$ cat src/pic_pkg.sv
// constants, types and helper functions for the priority interrupt controller
// assumes a single 100 MHz clock domain; all pin inputs are synchronised

package pic_pkg;

	localparam int PIC_NUM_IRQ = 8;
	localparam logic [7:0] PIC_CALL_OPCODE = 8'hcd;

	// init_word_first field positions
	localparam int PIC_IW1_SEL = 4;
	localparam int PIC_IW1_LEVEL_TRIGGER_SEL = 3;
	localparam int PIC_IW1_VECTOR_SPACING_SEL = 2;
	localparam int PIC_IW1_SINGLE_DEVICE_FLAG = 1;
	localparam int PIC_IW1_FOURTH_WORD_NEEDED = 0;

	// init_word_mode_options field positions
	localparam int PIC_IW4_SPECIAL_NESTED = 4;
	localparam int PIC_IW4_BUFFERED = 3;
	localparam int PIC_IW4_MASTER = 2;
	localparam int PIC_IW4_AUTO_END = 1;
	localparam int PIC_IW4_PROCESSOR_TYPE = 0;

	// op_word_mask_mode field positions
	localparam int PIC_OW3_SEL = 3;
	localparam int PIC_OW3_MASK_MODE_WRITE_ENABLE = 6;
	localparam int PIC_OW3_SPECIAL_MASKING_ON = 5;
	localparam int PIC_OW3_READ_REG = 1;
	localparam int PIC_OW3_READ_IN_SERVICE = 0;

	// op_word_eoi_rotate command codes, bits 7-5
	localparam logic [2:0] PIC_CMD_ROT_AUTO_CLR = 3'h0;
	localparam logic [2:0] PIC_CMD_EOI_ANY = 3'h1;
	localparam logic [2:0] PIC_CMD_NOP = 3'h2;
	localparam logic [2:0] PIC_CMD_EOI_LEVEL = 3'h3;
	localparam logic [2:0] PIC_CMD_ROT_AUTO_SET = 3'h4;
	localparam logic [2:0] PIC_CMD_ROT_EOI_ANY = 3'h5;
	localparam logic [2:0] PIC_CMD_SET_PRIO = 3'h6;
	localparam logic [2:0] PIC_CMD_ROT_EOI_LEVEL = 3'h7;

	// acknowledge pulse counts and reset values
	localparam logic [1:0] PIC_ACK_LAST_8BIT = 2'h3;
	localparam logic [1:0] PIC_ACK_LAST_16BIT = 2'h2;
	localparam logic [2:0] PIC_BASE_RST = 3'h7;
	localparam logic [2:0] PIC_DEFAULT_LEVEL = 3'h7;
	localparam logic [7:0] PIC_MASK_RST = 8'h00;

	typedef enum logic [1:0] {
		PIC_ST_READY = 2'b00,
		PIC_ST_WORD2 = 2'b01,
		PIC_ST_WORD3 = 2'b10,
		PIC_ST_WORD4 = 2'b11
	} pic_init_st_t;

	typedef struct packed {
		logic cs_n;
		logic rd_n;
		logic wr_n;
		logic a0;
		logic ack_n;
		logic role;
		logic [2:0] cas;
		logic [7:0] data;
	} pic_pins_t;

	localparam pic_pins_t PIC_PINS_IDLE = '{cs_n: 1'b1, rd_n: 1'b1,
		wr_n: 1'b1, a0: 1'b0, ack_n: 1'b1, role: 1'b1, cas: 3'h0,
		data: 8'h00};

	typedef struct packed {
		logic [7:0] s1;
		logic [7:0] s2;
		logic [7:0] prev;
		logic [7:0] pend;
	} pic_cap_t;

	// highest-priority set bit; base is the lowest-priority level
	function automatic logic [3:0] pic_pick(input logic [7:0] vec,
		input logic [2:0] base);
		logic [3:0] res;
		logic [2:0] lvl;
		res = 4'h0;
		for (int k = 7; k >= 0; k--) begin
			lvl = base + 3'(k) + 3'h1;
			if (vec[lvl]) begin
				res = {1'b1, lvl};
			end
		end
		return res;
	endfunction : pic_pick

	// 0 is the highest rank
	function automatic logic [2:0] pic_rank(input logic [2:0] lvl,
		input logic [2:0] base);
		return lvl - base - 3'h1;
	endfunction : pic_rank

endpackage : pic_pkg

$ cat src/pic_req_capture.sv
// request input synchroniser and pending_request_reg with edge/level sense
// assumes request pins are asynchronous to i_ref_clk

`timescale 1ns/1ns

module pic_req_capture (
	// clock and reset
	input wire logic i_ref_clk,
	input wire logic i_rst,
	// request pins
	input wire logic [pic_pkg::PIC_NUM_IRQ-1:0] i_request_input,
	// control from the controller
	input wire logic i_level_trigger_sel,
	input wire logic i_init_clr,
	input wire logic [pic_pkg::PIC_NUM_IRQ-1:0] i_ack_clr,
	// pending requests
	output logic [pic_pkg::PIC_NUM_IRQ-1:0] o_pending
);
	import pic_pkg::*;

	pic_cap_t st_ff;
	pic_cap_t nxt_st;

	always_comb begin
		nxt_st = st_ff;
		nxt_st.s1 = i_request_input;
		nxt_st.s2 = st_ff.s1;
		nxt_st.prev = st_ff.s2;
		if (i_init_clr) begin
			// a line already high must drop and rise again
			nxt_st.prev = 8'hff;
			nxt_st.pend = 8'h00;
		end else if (i_level_trigger_sel) begin
			nxt_st.pend = st_ff.s2;
		end else begin
			// new edge wins over a same-cycle acknowledge clear
			nxt_st.pend = ((st_ff.pend & ~i_ack_clr) & st_ff.s2)
				| (st_ff.s2 & ~st_ff.prev);
		end
	end

	always_ff @(posedge i_ref_clk or posedge i_rst) begin
		if (i_rst) begin
			st_ff <= '0;
		end else begin
			st_ff <= nxt_st;
		end
	end

	assign o_pending = st_ff.pend;

endmodule : pic_req_capture

$ cat src/pic_ctrl.sv
// programmable eight-input priority interrupt controller, command decode,
// nesting, end-of-service, rotation, acknowledge vectoring and cascading
// assumes all bus, acknowledge and cascade pins are asynchronous
// Functional notes
// - low address, data bit 4 high starts init
// - init clears edge state, fresh rising needed
// - init clears every channel mask bit
// - init ends special masking, selects pending reads
// - no fourth word forces its options zero
// - 8-bit: spacing four or eight locations
// - 16-bit: five base bits, three level bits
// - level trigger bypasses edge detection
// - third and fourth words only when flagged
// - master: slave lines get cascade code only
// - slave: identity match drives later bytes
// - buffered: pin enables buffer, flag picks role
// - type flag: three-pulse call or two-pulse vector
// - mask word: one inhibits, zero enables
// - enable plus mode bit sets special masking
// - fixed nesting after init, zero highest
// - acknowledge serves highest, blocks equal or lower
// - non-specific end clears highest in-service bit
// - specific end clears the named level
// - automatic end at trailing edge of last pulse
// - auto rotation: serviced level becomes lowest
// - 8-bit first pulse: master or single device sends call opcode, slave stays off the bus
// - high address read returns the mask

`timescale 1ns/1ns

module pic_ctrl (
	// clock and reset
	input wire logic i_ref_clk,
	input wire logic i_rst,
	// processor bus
	input wire logic i_cs_n,
	input wire logic i_rd_n,
	input wire logic i_wr_n,
	input wire logic i_a0,
	input wire logic [7:0] i_data,
	output logic [7:0] o_data,
	output logic o_data_oe_n,
	// interrupt handshake
	input wire logic i_interrupt_ack_n,
	output logic o_int,
	// request inputs
	input wire logic [pic_pkg::PIC_NUM_IRQ-1:0] i_request_input,
	// cascade lines
	input wire logic [2:0] i_cas,
	output logic [2:0] o_cas,
	output logic o_cas_oe_n,
	// dual-purpose role pin or buffer enable
	input wire logic i_role_pin_or_buffer_enable,
	output logic o_role_pin_or_buffer_enable,
	output logic o_role_pin_or_buffer_enable_oe_n
);
	import pic_pkg::*;

	typedef struct packed {
		pic_pins_t s1;
		pic_pins_t s2;
		logic wr_prev;
		logic ack_prev;
		logic w_pend;
		logic w_a0;
		logic [7:0] w_data;
		pic_init_st_t init_st;
		logic [7:0] channel_mask_reg;
		logic [7:0] in_service_reg;
		logic [7:0] vec_hi;
		logic [2:0] vec_lo;
		logic level_trigger_sel;
		logic vector_spacing_sel;
		logic single_device_flag;
		logic fourth_word_needed;
		logic special_nested_enable;
		logic buffered;
		logic master_sel;
		logic auto_end_of_service;
		logic processor_type_sel;
		logic [7:0] cascade_map;
		logic special_masking_on;
		logic read_in_service;
		logic rot_auto;
		logic [2:0] prio_base;
		logic [1:0] ack_cnt;
		logic [2:0] ack_lvl;
		logic ack_route;
		logic init_clr;
		logic [7:0] ack_clr;
		logic int_out;
		logic [7:0] dout;
		logic dout_en;
		logic cas_en;
	} pic_ctrl_st_t;

	localparam pic_ctrl_st_t PIC_CTRL_RST = '{s1: PIC_PINS_IDLE,
		s2: PIC_PINS_IDLE, wr_prev: 1'b1, ack_prev: 1'b1,
		init_st: PIC_ST_READY, channel_mask_reg: PIC_MASK_RST,
		prio_base: PIC_BASE_RST, default: '0};

	pic_ctrl_st_t st_ff;
	pic_ctrl_st_t nxt_st;
	pic_pins_t pins_in;
	logic [7:0] pending_request_reg;

	assign pins_in = '{cs_n: i_cs_n, rd_n: i_rd_n, wr_n: i_wr_n,
		a0: i_a0, ack_n: i_interrupt_ack_n,
		role: i_role_pin_or_buffer_enable, cas: i_cas, data: i_data};

	pic_req_capture u_capture (
		.i_ref_clk(i_ref_clk),
		.i_rst(i_rst),
		.i_request_input(i_request_input),
		.i_level_trigger_sel(st_ff.level_trigger_sel),
		.i_init_clr(st_ff.init_clr),
		.i_ack_clr(st_ff.ack_clr),
		.o_pending(pending_request_reg)
	);

	// combinational views of the registered state
	logic is_master;
	logic [7:0] eligible;
	logic [3:0] req_top;
	logic [3:0] srv_top;
	logic [3:0] eoi_top;
	logic want_int;
	logic wr_done;
	logic ack_fall;
	logic ack_rise;
	logic [1:0] ack_last;
	logic supply;
	logic [7:0] d;

	always_comb begin
		d = st_ff.w_data;
		// without buffering the master flag is a don't-care
		is_master = st_ff.buffered ? st_ff.master_sel
			: st_ff.s2.role;
		eligible = pending_request_reg & ~st_ff.channel_mask_reg;
		if (st_ff.special_masking_on) begin
			// special masking: only a level's own service blocks it
			eligible = eligible & ~st_ff.in_service_reg;
		end
		req_top = pic_pick(eligible, st_ff.prio_base);
		srv_top = pic_pick(st_ff.in_service_reg, st_ff.prio_base);
		eoi_top = pic_pick(st_ff.special_masking_on
			? (st_ff.in_service_reg & ~st_ff.channel_mask_reg)
			: st_ff.in_service_reg, st_ff.prio_base);
		want_int = req_top[3] && (st_ff.special_masking_on || !srv_top[3]
			|| pic_rank(req_top[2:0], st_ff.prio_base)
			< pic_rank(srv_top[2:0], st_ff.prio_base));
		wr_done = st_ff.w_pend && st_ff.s2.wr_n && !st_ff.wr_prev;
		ack_fall = !st_ff.s2.ack_n && st_ff.ack_prev;
		ack_rise = st_ff.s2.ack_n && !st_ff.ack_prev
			&& (st_ff.ack_cnt != 2'h0);
		ack_last = st_ff.processor_type_sel ? PIC_ACK_LAST_16BIT
			: PIC_ACK_LAST_8BIT;
		// who answers the vector bytes of this acknowledge
		if (st_ff.single_device_flag) begin
			supply = 1'b1;
		end else if (is_master) begin
			supply = !st_ff.ack_route;
		end else begin
			supply = (st_ff.s2.cas == st_ff.cascade_map[2:0]);
		end
	end

	always_comb begin
		nxt_st = st_ff;
		nxt_st.s1 = pins_in;
		nxt_st.s2 = st_ff.s1;
		nxt_st.wr_prev = st_ff.s2.wr_n;
		nxt_st.ack_prev = st_ff.s2.ack_n;
		nxt_st.init_clr = 1'b0;
		nxt_st.ack_clr = 8'h00;
		nxt_st.int_out = want_int;
		// hold the write data seen while the strobe is low
		if (!st_ff.s2.cs_n && !st_ff.s2.wr_n) begin
			nxt_st.w_pend = 1'b1;
			nxt_st.w_a0 = st_ff.s2.a0;
			nxt_st.w_data = st_ff.s2.data;
		end
		// commit on the trailing edge of the write strobe
		if (wr_done) begin
			nxt_st.w_pend = 1'b0;
			if (!st_ff.w_a0 && d[PIC_IW1_SEL]) begin
				nxt_st.init_st = PIC_ST_WORD2;
				nxt_st.vec_lo = d[7:5];
				nxt_st.level_trigger_sel = d[PIC_IW1_LEVEL_TRIGGER_SEL];
				nxt_st.vector_spacing_sel = d[PIC_IW1_VECTOR_SPACING_SEL];
				nxt_st.single_device_flag = d[PIC_IW1_SINGLE_DEVICE_FLAG];
				nxt_st.fourth_word_needed = d[PIC_IW1_FOURTH_WORD_NEEDED];
				nxt_st.init_clr = 1'b1;
				nxt_st.channel_mask_reg = PIC_MASK_RST;
				nxt_st.special_masking_on = 1'b0;
				nxt_st.read_in_service = 1'b0;
				nxt_st.in_service_reg = 8'h00;
				nxt_st.prio_base = PIC_BASE_RST;
				nxt_st.rot_auto = 1'b0;
				nxt_st.ack_cnt = 2'h0;
				nxt_st.dout_en = 1'b0;
				nxt_st.cas_en = 1'b0;
				if (!d[PIC_IW1_FOURTH_WORD_NEEDED]) begin
					nxt_st.special_nested_enable = 1'b0;
					nxt_st.buffered = 1'b0;
					nxt_st.master_sel = 1'b0;
					nxt_st.auto_end_of_service = 1'b0;
					nxt_st.processor_type_sel = 1'b0;
				end
			end else if (st_ff.w_a0) begin
				unique case (st_ff.init_st)
					PIC_ST_WORD2: begin
						nxt_st.vec_hi = d;
						if (!st_ff.single_device_flag) begin
							nxt_st.init_st = PIC_ST_WORD3;
						end else if (st_ff.fourth_word_needed) begin
							nxt_st.init_st = PIC_ST_WORD4;
						end else begin
							nxt_st.init_st = PIC_ST_READY;
						end
					end
					PIC_ST_WORD3: begin
						nxt_st.cascade_map = d;
						nxt_st.init_st = st_ff.fourth_word_needed
							? PIC_ST_WORD4 : PIC_ST_READY;
					end
					PIC_ST_WORD4: begin
						nxt_st.special_nested_enable = d[PIC_IW4_SPECIAL_NESTED];
						nxt_st.buffered = d[PIC_IW4_BUFFERED];
						nxt_st.master_sel = d[PIC_IW4_MASTER];
						nxt_st.auto_end_of_service = d[PIC_IW4_AUTO_END];
						nxt_st.processor_type_sel = d[PIC_IW4_PROCESSOR_TYPE];
						nxt_st.init_st = PIC_ST_READY;
					end
					PIC_ST_READY: begin
						nxt_st.channel_mask_reg = d;
					end
				endcase
			end else if (st_ff.init_st == PIC_ST_READY) begin
				if (d[PIC_OW3_SEL]) begin
					// mode bit is a don't-care unless enabled
					if (d[PIC_OW3_MASK_MODE_WRITE_ENABLE]) begin
						nxt_st.special_masking_on =
							d[PIC_OW3_SPECIAL_MASKING_ON];
					end
					if (d[PIC_OW3_READ_REG]) begin
						nxt_st.read_in_service = d[PIC_OW3_READ_IN_SERVICE];
					end
				end else begin
					unique case (d[7:5])
						PIC_CMD_EOI_ANY: begin
							if (eoi_top[3]) begin
								nxt_st.in_service_reg[eoi_top[2:0]] =
									1'b0;
							end
						end
						PIC_CMD_EOI_LEVEL: begin
							nxt_st.in_service_reg[d[2:0]] = 1'b0;
						end
						PIC_CMD_ROT_EOI_ANY: begin
							if (eoi_top[3]) begin
								nxt_st.in_service_reg[eoi_top[2:0]] = 1'b0;
								nxt_st.prio_base = eoi_top[2:0];
							end
						end
						PIC_CMD_ROT_EOI_LEVEL: begin
							nxt_st.in_service_reg[d[2:0]] = 1'b0;
							nxt_st.prio_base = d[2:0];
						end
						PIC_CMD_SET_PRIO: begin
							nxt_st.prio_base = d[2:0];
						end
						PIC_CMD_ROT_AUTO_SET: begin
							nxt_st.rot_auto = 1'b1;
						end
						PIC_CMD_ROT_AUTO_CLR: begin
							nxt_st.rot_auto = 1'b0;
						end
						PIC_CMD_NOP: begin
							nxt_st.rot_auto = st_ff.rot_auto;
						end
					endcase
				end
			end
		end
		// acknowledge sequence
		if (ack_fall) begin
			nxt_st.ack_cnt = st_ff.ack_cnt + 2'h1;
			if (st_ff.ack_cnt == 2'h0) begin
				// freeze the winner; a vanished request answers level 7
				nxt_st.ack_lvl = req_top[3] ? req_top[2:0]
					: PIC_DEFAULT_LEVEL;
				nxt_st.ack_route = 1'b0;
				if (req_top[3]) begin
					nxt_st.in_service_reg[req_top[2:0]] = 1'b1;
					nxt_st.ack_clr[req_top[2:0]] = 1'b1;
					if (is_master && !st_ff.single_device_flag
						&& st_ff.cascade_map[req_top[2:0]]) begin
						nxt_st.ack_route = 1'b1;
						nxt_st.cas_en = 1'b1;
					end
				end
				// 16-bit mode leaves the bus idle on the first pulse
				if (!st_ff.processor_type_sel && (is_master
					|| st_ff.single_device_flag)) begin
					nxt_st.dout = PIC_CALL_OPCODE;
					nxt_st.dout_en = 1'b1;
				end
			end else begin
				nxt_st.dout_en = supply;
				if (st_ff.processor_type_sel) begin
					nxt_st.dout = {st_ff.vec_hi[7:3],
						st_ff.ack_lvl};
				end else if (st_ff.ack_cnt == 2'h2) begin
					nxt_st.dout = st_ff.vec_hi;
				end else if (st_ff.vector_spacing_sel) begin
					nxt_st.dout = {st_ff.vec_lo, st_ff.ack_lvl,
						2'h0};
				end else begin
					nxt_st.dout = {st_ff.vec_lo[2:1], st_ff.ack_lvl,
						3'h0};
				end
			end
		end else if (ack_rise) begin
			nxt_st.dout_en = 1'b0;
			if (st_ff.ack_cnt == ack_last) begin
				nxt_st.ack_cnt = 2'h0;
				nxt_st.cas_en = 1'b0;
				if (st_ff.auto_end_of_service && eoi_top[3]) begin
					nxt_st.in_service_reg[eoi_top[2:0]] = 1'b0;
					if (st_ff.rot_auto) begin
						nxt_st.prio_base = eoi_top[2:0];
					end
				end
			end
		end else if (st_ff.ack_cnt == 2'h0) begin
			// status reads only outside an acknowledge sequence
			nxt_st.dout_en = !st_ff.s2.cs_n && !st_ff.s2.rd_n;
			if (st_ff.s2.a0) begin
				nxt_st.dout = st_ff.channel_mask_reg;
			end else if (st_ff.read_in_service) begin
				nxt_st.dout = st_ff.in_service_reg;
			end else begin
				nxt_st.dout = pending_request_reg;
			end
		end
	end

	always_ff @(posedge i_ref_clk or posedge i_rst) begin
		if (i_rst) begin
			st_ff <= PIC_CTRL_RST;
		end else begin
			st_ff <= nxt_st;
		end
	end

	// outputs
	assign o_int = st_ff.int_out;
	assign o_data = st_ff.dout;
	assign o_data_oe_n = !st_ff.dout_en;
	assign o_cas = st_ff.ack_lvl;
	assign o_cas_oe_n = !st_ff.cas_en;
	// pin drives low to open the external transceiver
	assign o_role_pin_or_buffer_enable = !st_ff.dout_en;
	assign o_role_pin_or_buffer_enable_oe_n = !st_ff.buffered;

endmodule : pic_ctrl

$ cat config.mk
export PLATFORM = sky130hd
export DESIGN_NAME = pic_ctrl
export DESIGN_NICKNAME = d
export VERILOG_FILES = /design/src/pic_pkg.sv /design/src/pic_req_capture.sv /design/src/pic_ctrl.sv
export SDC_FILE = /design/constraint.sdc
export NUM_CORES = 1
export LEC_CHECK = 0
export BUFFER_PORTS_ARGS = -buffer_cell sky130_fd_sc_hd__buf_2
export CAP_MARGIN = 20
export CORE_MARGIN = 4
export CORE_UTILIZATION = 28
export CTS_BUF_LIST = sky130_fd_sc_hd__clkbuf_4 sky130_fd_sc_hd__clkbuf_8 sky130_fd_sc_hd__clkbuf_16
export CTS_CLUSTER_SIZE = 16
export DETAILED_ROUTE_END_ITERATION = 6
export HOLD_SLACK_MARGIN = 0.05
export SYNTH_ARGS = -nofsm -noshare
export SYNTH_HDL_FRONTEND = slang
export SYNTH_SLANG_ARGS = --single-unit
export TNS_END_PERCENT = 1
$ cat constraint.sdc
create_clock -name i_ref_clk -period 5.85 [get_ports i_ref_clk]
set_input_delay 1.755 -clock i_ref_clk [delete_from_list [all_inputs] [get_ports i_ref_clk]]
set_output_delay 1.755 -clock i_ref_clk [all_outputs]
set_load 0.005 [all_outputs]
==> metrics list <==
- The run finished with clean final reports.
- Adding up every negative setup slack in the final design gives 0 ns.
- # DRC: 0
- Measured in cells, the most critical reg-to-reg path has a length of 16.
* Clock Pin Slew Worst Setup and Hold Paths: 0.07 ns
- The routed layout has 7,836 vias.
* Async S/R FF share, synth: 1.00
- Post-Syn Area: 0.00948 mm2
- Storage element area: 0.00390 mm2
- Die area: 0.0369 mm2
* Cell depth of the worst hold path: 0
- Commonest cells post-synth: sky130_fd_sc_hd__dfrtp_1, sky130_fd_sc_hd__nand2_1, sky130_fd_sc_hd__a21oi_1
- 43 I/O pins were placed.
- Yosys printed 0 warnings.
- After synthesis, the netlist uses 82 different library cells.
* Share of cells above drive strength 1: 0.200
- The first detailed-routing pass ran for 5 iterations.
* Post-detailed-route via-to-cell ratio: 5.39
* Setup Slack @ Placement: 1.13 ns
- The number of antenna diodes in the final layout is 0.
- The worst hold path terminates at u_capture.st_ff[16]$_DFF_PP0_.
- Maximum number of pins on one net before global-route repair: 57
* H-tree depth reported by CTS: 4
* Reg-to-reg endpoint: o_int$_DFF_PP0_
- Hold path startpoint: u_capture.nxt_st[16]$_DFF_PP0_
* P&R area growth vs syn: 12.4%
- Worst Setup Slack, final: 1.04 ns
- For the pin with the worst max-slew slack, the measured transition is 0.966 ns.
- The number of setup buffers added after CTS is 0.
- Data on the critical path is required at its endpoint by 6.20 ns.
- Wire per inst: 18.8 um
- Routability-driven placement finished with a final weighted congestion of 0.937.
* Kind of critical path: register to register
- Worst IR drop on VDD: 0.321 mV
- Port Buf Inserts: 42
- Number of global-route vias before repair: 7,565
* Gr usage total: 0.148
- Of the synthesized area, sequential elements account for 0.411.
- Once the clock tree was built, the resizer swapped 0 gates to a different size.
- Final global-route overflow total: 0
* Fin crit share: 0.822
- R2R setup slack: 1.04 ns
* Number of antenna violations at the first check in global routing: 0
* RR Startpoint: st_ff[31]$_DFFE_PP0P_
- Subtracting the final worst setup slack from the clock period gives 4.81 ns.
* Largest area contributor in the synthesized netlist: sky130_fd_sc_hd__dfrtp_1
* Flip-flop and latch count after synthesis: 155
- CTS tree: built
- Synth top area share: 0.370
* Worst setup EP type: register
- EDFF count, synth: 0
- The core region is 0.0334 mm2.
- From bottom edge to top edge, the die measures 192 um.
- The min-delay analysis places its worst path in the category register to register.
* Number of hold buffers added after CTS: 0
- Startpoint class of the critical path: register
* Clock sink count: 155
- Std-Cell Rows: 67
- The detail route stage leaves a number of antenna-violating nets equal to 0.
* Final wirelength: 27,300 um
* Most used DFF post-synth: sky130_fd_sc_hd__dfrtp_1
* Global-route wire length before repair: 42,800 um
* HPWL after DPL: 19,800 um
* Average cell area after synthesis: 9.60 um2
* Final #Nets: 1,034
* Count of routing violations after the opening detailed-route iteration: 769
- For this design the static power due to leakage is 4.45 nW.
- In this run the worst setup path begins at st_ff[31]$_DFFE_PP0P_.
* Hold violation count in the final report: 0
- DIE WIDTH: 192 um
* Number of filler instances in the final layout: 3,455
- Based on the critical path, the design can be clocked at up to 208 MHz.
- Number of nets produced by synthesis: 1,028
- For this configuration, the core starts out at a cell density of 0.283.
- Headroom to the max-slew limit came out at 0.356.
- Counting every instance in the synthesized netlist gives 987.
* Maximum clock skew at final layout: 0.00688 ns
* Cts bufs inserted: 17
* Max Slew Vio Count: 0
- Most repeated cell in the gate-level netlist after synthesis: sky130_fd_sc_hd__dfrtp_1
- For this design the ratio of total power to cell area is 669 mW/mm2.
- Across the run, the number of max-cap violations was 0.
- In this run the deepest clock path goes through 2 buffers.
- Clk Tree Root Cell: sky130_fd_sc_hd__clkbuf_16
* Unrepaired setup endpoints after global routing: false
- Count of final setup violators: 0
- The multi-input combinational cells in the finished layout cover a total of 0.00503 mm2.
- Largest fanout of any net on the critical path: 28
- STA puts the critical path data arrival time at 5.16 ns.
- Clk_lat worst skew: 0.43 ns
- Sorting the synthesized cells by area gives the leading types as sky130_fd_sc_hd__dfrtp_1, sky130_fd_sc_hd__mux4_2, sky130_fd_sc_hd__mux2_2.
[routing by layer]
metal,wire [um],GRT usage
met3,1680,0.0267
met2,12900,0.238
met4,990,0.0653
met5,0,0
met1,11700,0.196
[through the flow]
stage	hold slack [ns]	utilization	power [mW]	cell area, um2	std cells
after global routing	0.353	0.318	7.67	10700	1454
after CTS	0.349	0.318	7.09	10700	1454
after global placement	0.333	0.300	5.87	10000	1422
final	0.347	0.318	7.12	10700	1454
after detailed placement	0.335	0.300	5.89	10000	1422
after floorplan	0.331	-	4.79	9480	987
[power breakdown]
| part | internal, mW | leakage, nW | switching, mW |
|---|---|---|---|
| Sequential | 1.33 | 1.87 | 0.313 |
| Combinational | 1.74 | 2.28 | 2.57 |
| Clock | 0.695 | 0.310 | 0.475 |
[worst max-delay path: stages (launching register included)]
cell                       delay [ns]
sky130_fd_sc_hd__dfrtp_1         0.98
sky130_fd_sc_hd__nand2_1         0.24
sky130_fd_sc_hd__and4_1          0.28
sky130_fd_sc_hd__or4_1           0.65
sky130_fd_sc_hd__and2_0          0.21
sky130_fd_sc_hd__a22oi_1         0.30
sky130_fd_sc_hd__o31ai_1         0.14
sky130_fd_sc_hd__a211oi_2        0.37
sky130_fd_sc_hd__nor2_4          0.12
sky130_fd_sc_hd__inv_2           0.17
sky130_fd_sc_hd__fa_1            0.45
sky130_fd_sc_hd__inv_1           0.07
sky130_fd_sc_hd__ha_1            0.23
sky130_fd_sc_hd__a21o_1          0.15
sky130_fd_sc_hd__a21oi_1         0.14
sky130_fd_sc_hd__nor2_1          0.05
sky130_fd_sc_hd__a21oi_1         0.17
[placed cells by master, fill, tap and decap left out, drive strengths merged, types with 10 or more instances in the layout]
cell / synthesis / layout
a211oi: 19 / 19
a21oi: 73 / 73
a21o: 13 / 13
dfstp: 15 / 15
buf: 40 / 63
ha: 12 / 12
and2: 10 / 10
nor2: 71 / 71
nor3: 25 / 25
mux2: 43 / 43
nand3: 24 / 24
mux4: 22 / 22
dfrtp: 140 / 140
o21ai: 60 / 60
clkbuf: 36 / 18
nor2b: 14 / 14
inv: 42 / 51
nand2: 95 / 95
nand2b: 17 / 17
mux2i: 39 / 39
o211ai: 10 / 10
or2: 12 / 12
[worst max path at each step]
stage,endpoint,slack [ns],depth (start not counted)
CTS,o_int$_DFF_PP0_,1.11,17
global route,o_int$_DFF_PP0_,0.64,17
floorplan,o_int$_DFF_PP0_,1.06,22
global placement,o_int$_DFF_PP0_,1.24,18
finish,o_int$_DFF_PP0_,1.04,16
detailed placement,o_int$_DFF_PP0_,1.13,17
[cell families (layout without fill, tap and decap cells)]
kind of cell / count (synthesis) / count (layout) / synth area share
AND/OR/NAND/NOR: 304 / 304 / 0.155
buffers and inverters: 119 / 138 / 0.0577
flip-flops: 155 / 155 / 0.411
AO/OA/AOI/OAI: 277 / 277 / 0.197
XOR/XNOR: 14 / 14 / 0.0129
multiplexers: 104 / 104 / 0.146
adder cells (fa/ha/maj): 14 / 14 / 0.0201
[registers in the layout (all words and copies together) (netlist names)]
register             flops
u_capture.nxt_st         8
u_capture.o_pending      8
o_int                    1
o_data                   8
nxt_st                  19
d                        8
o_cas                    3
u_capture.st_ff         16
st_ff                   84
[area by class of cell]
cell class / count / share of cell area
Inverter: 43 / 0.0155
Multi-Input combinational cell: 713 / 0.473
Clock inverter: 14 / 0.0182
Clock buffer: 18 / 0.0406
Sequential cell: 155 / 0.366
Tap cell: 448 / 0.0526
Timing Repair Buffer: 63 / 0.0345
(Power assumes the default switching activity.)
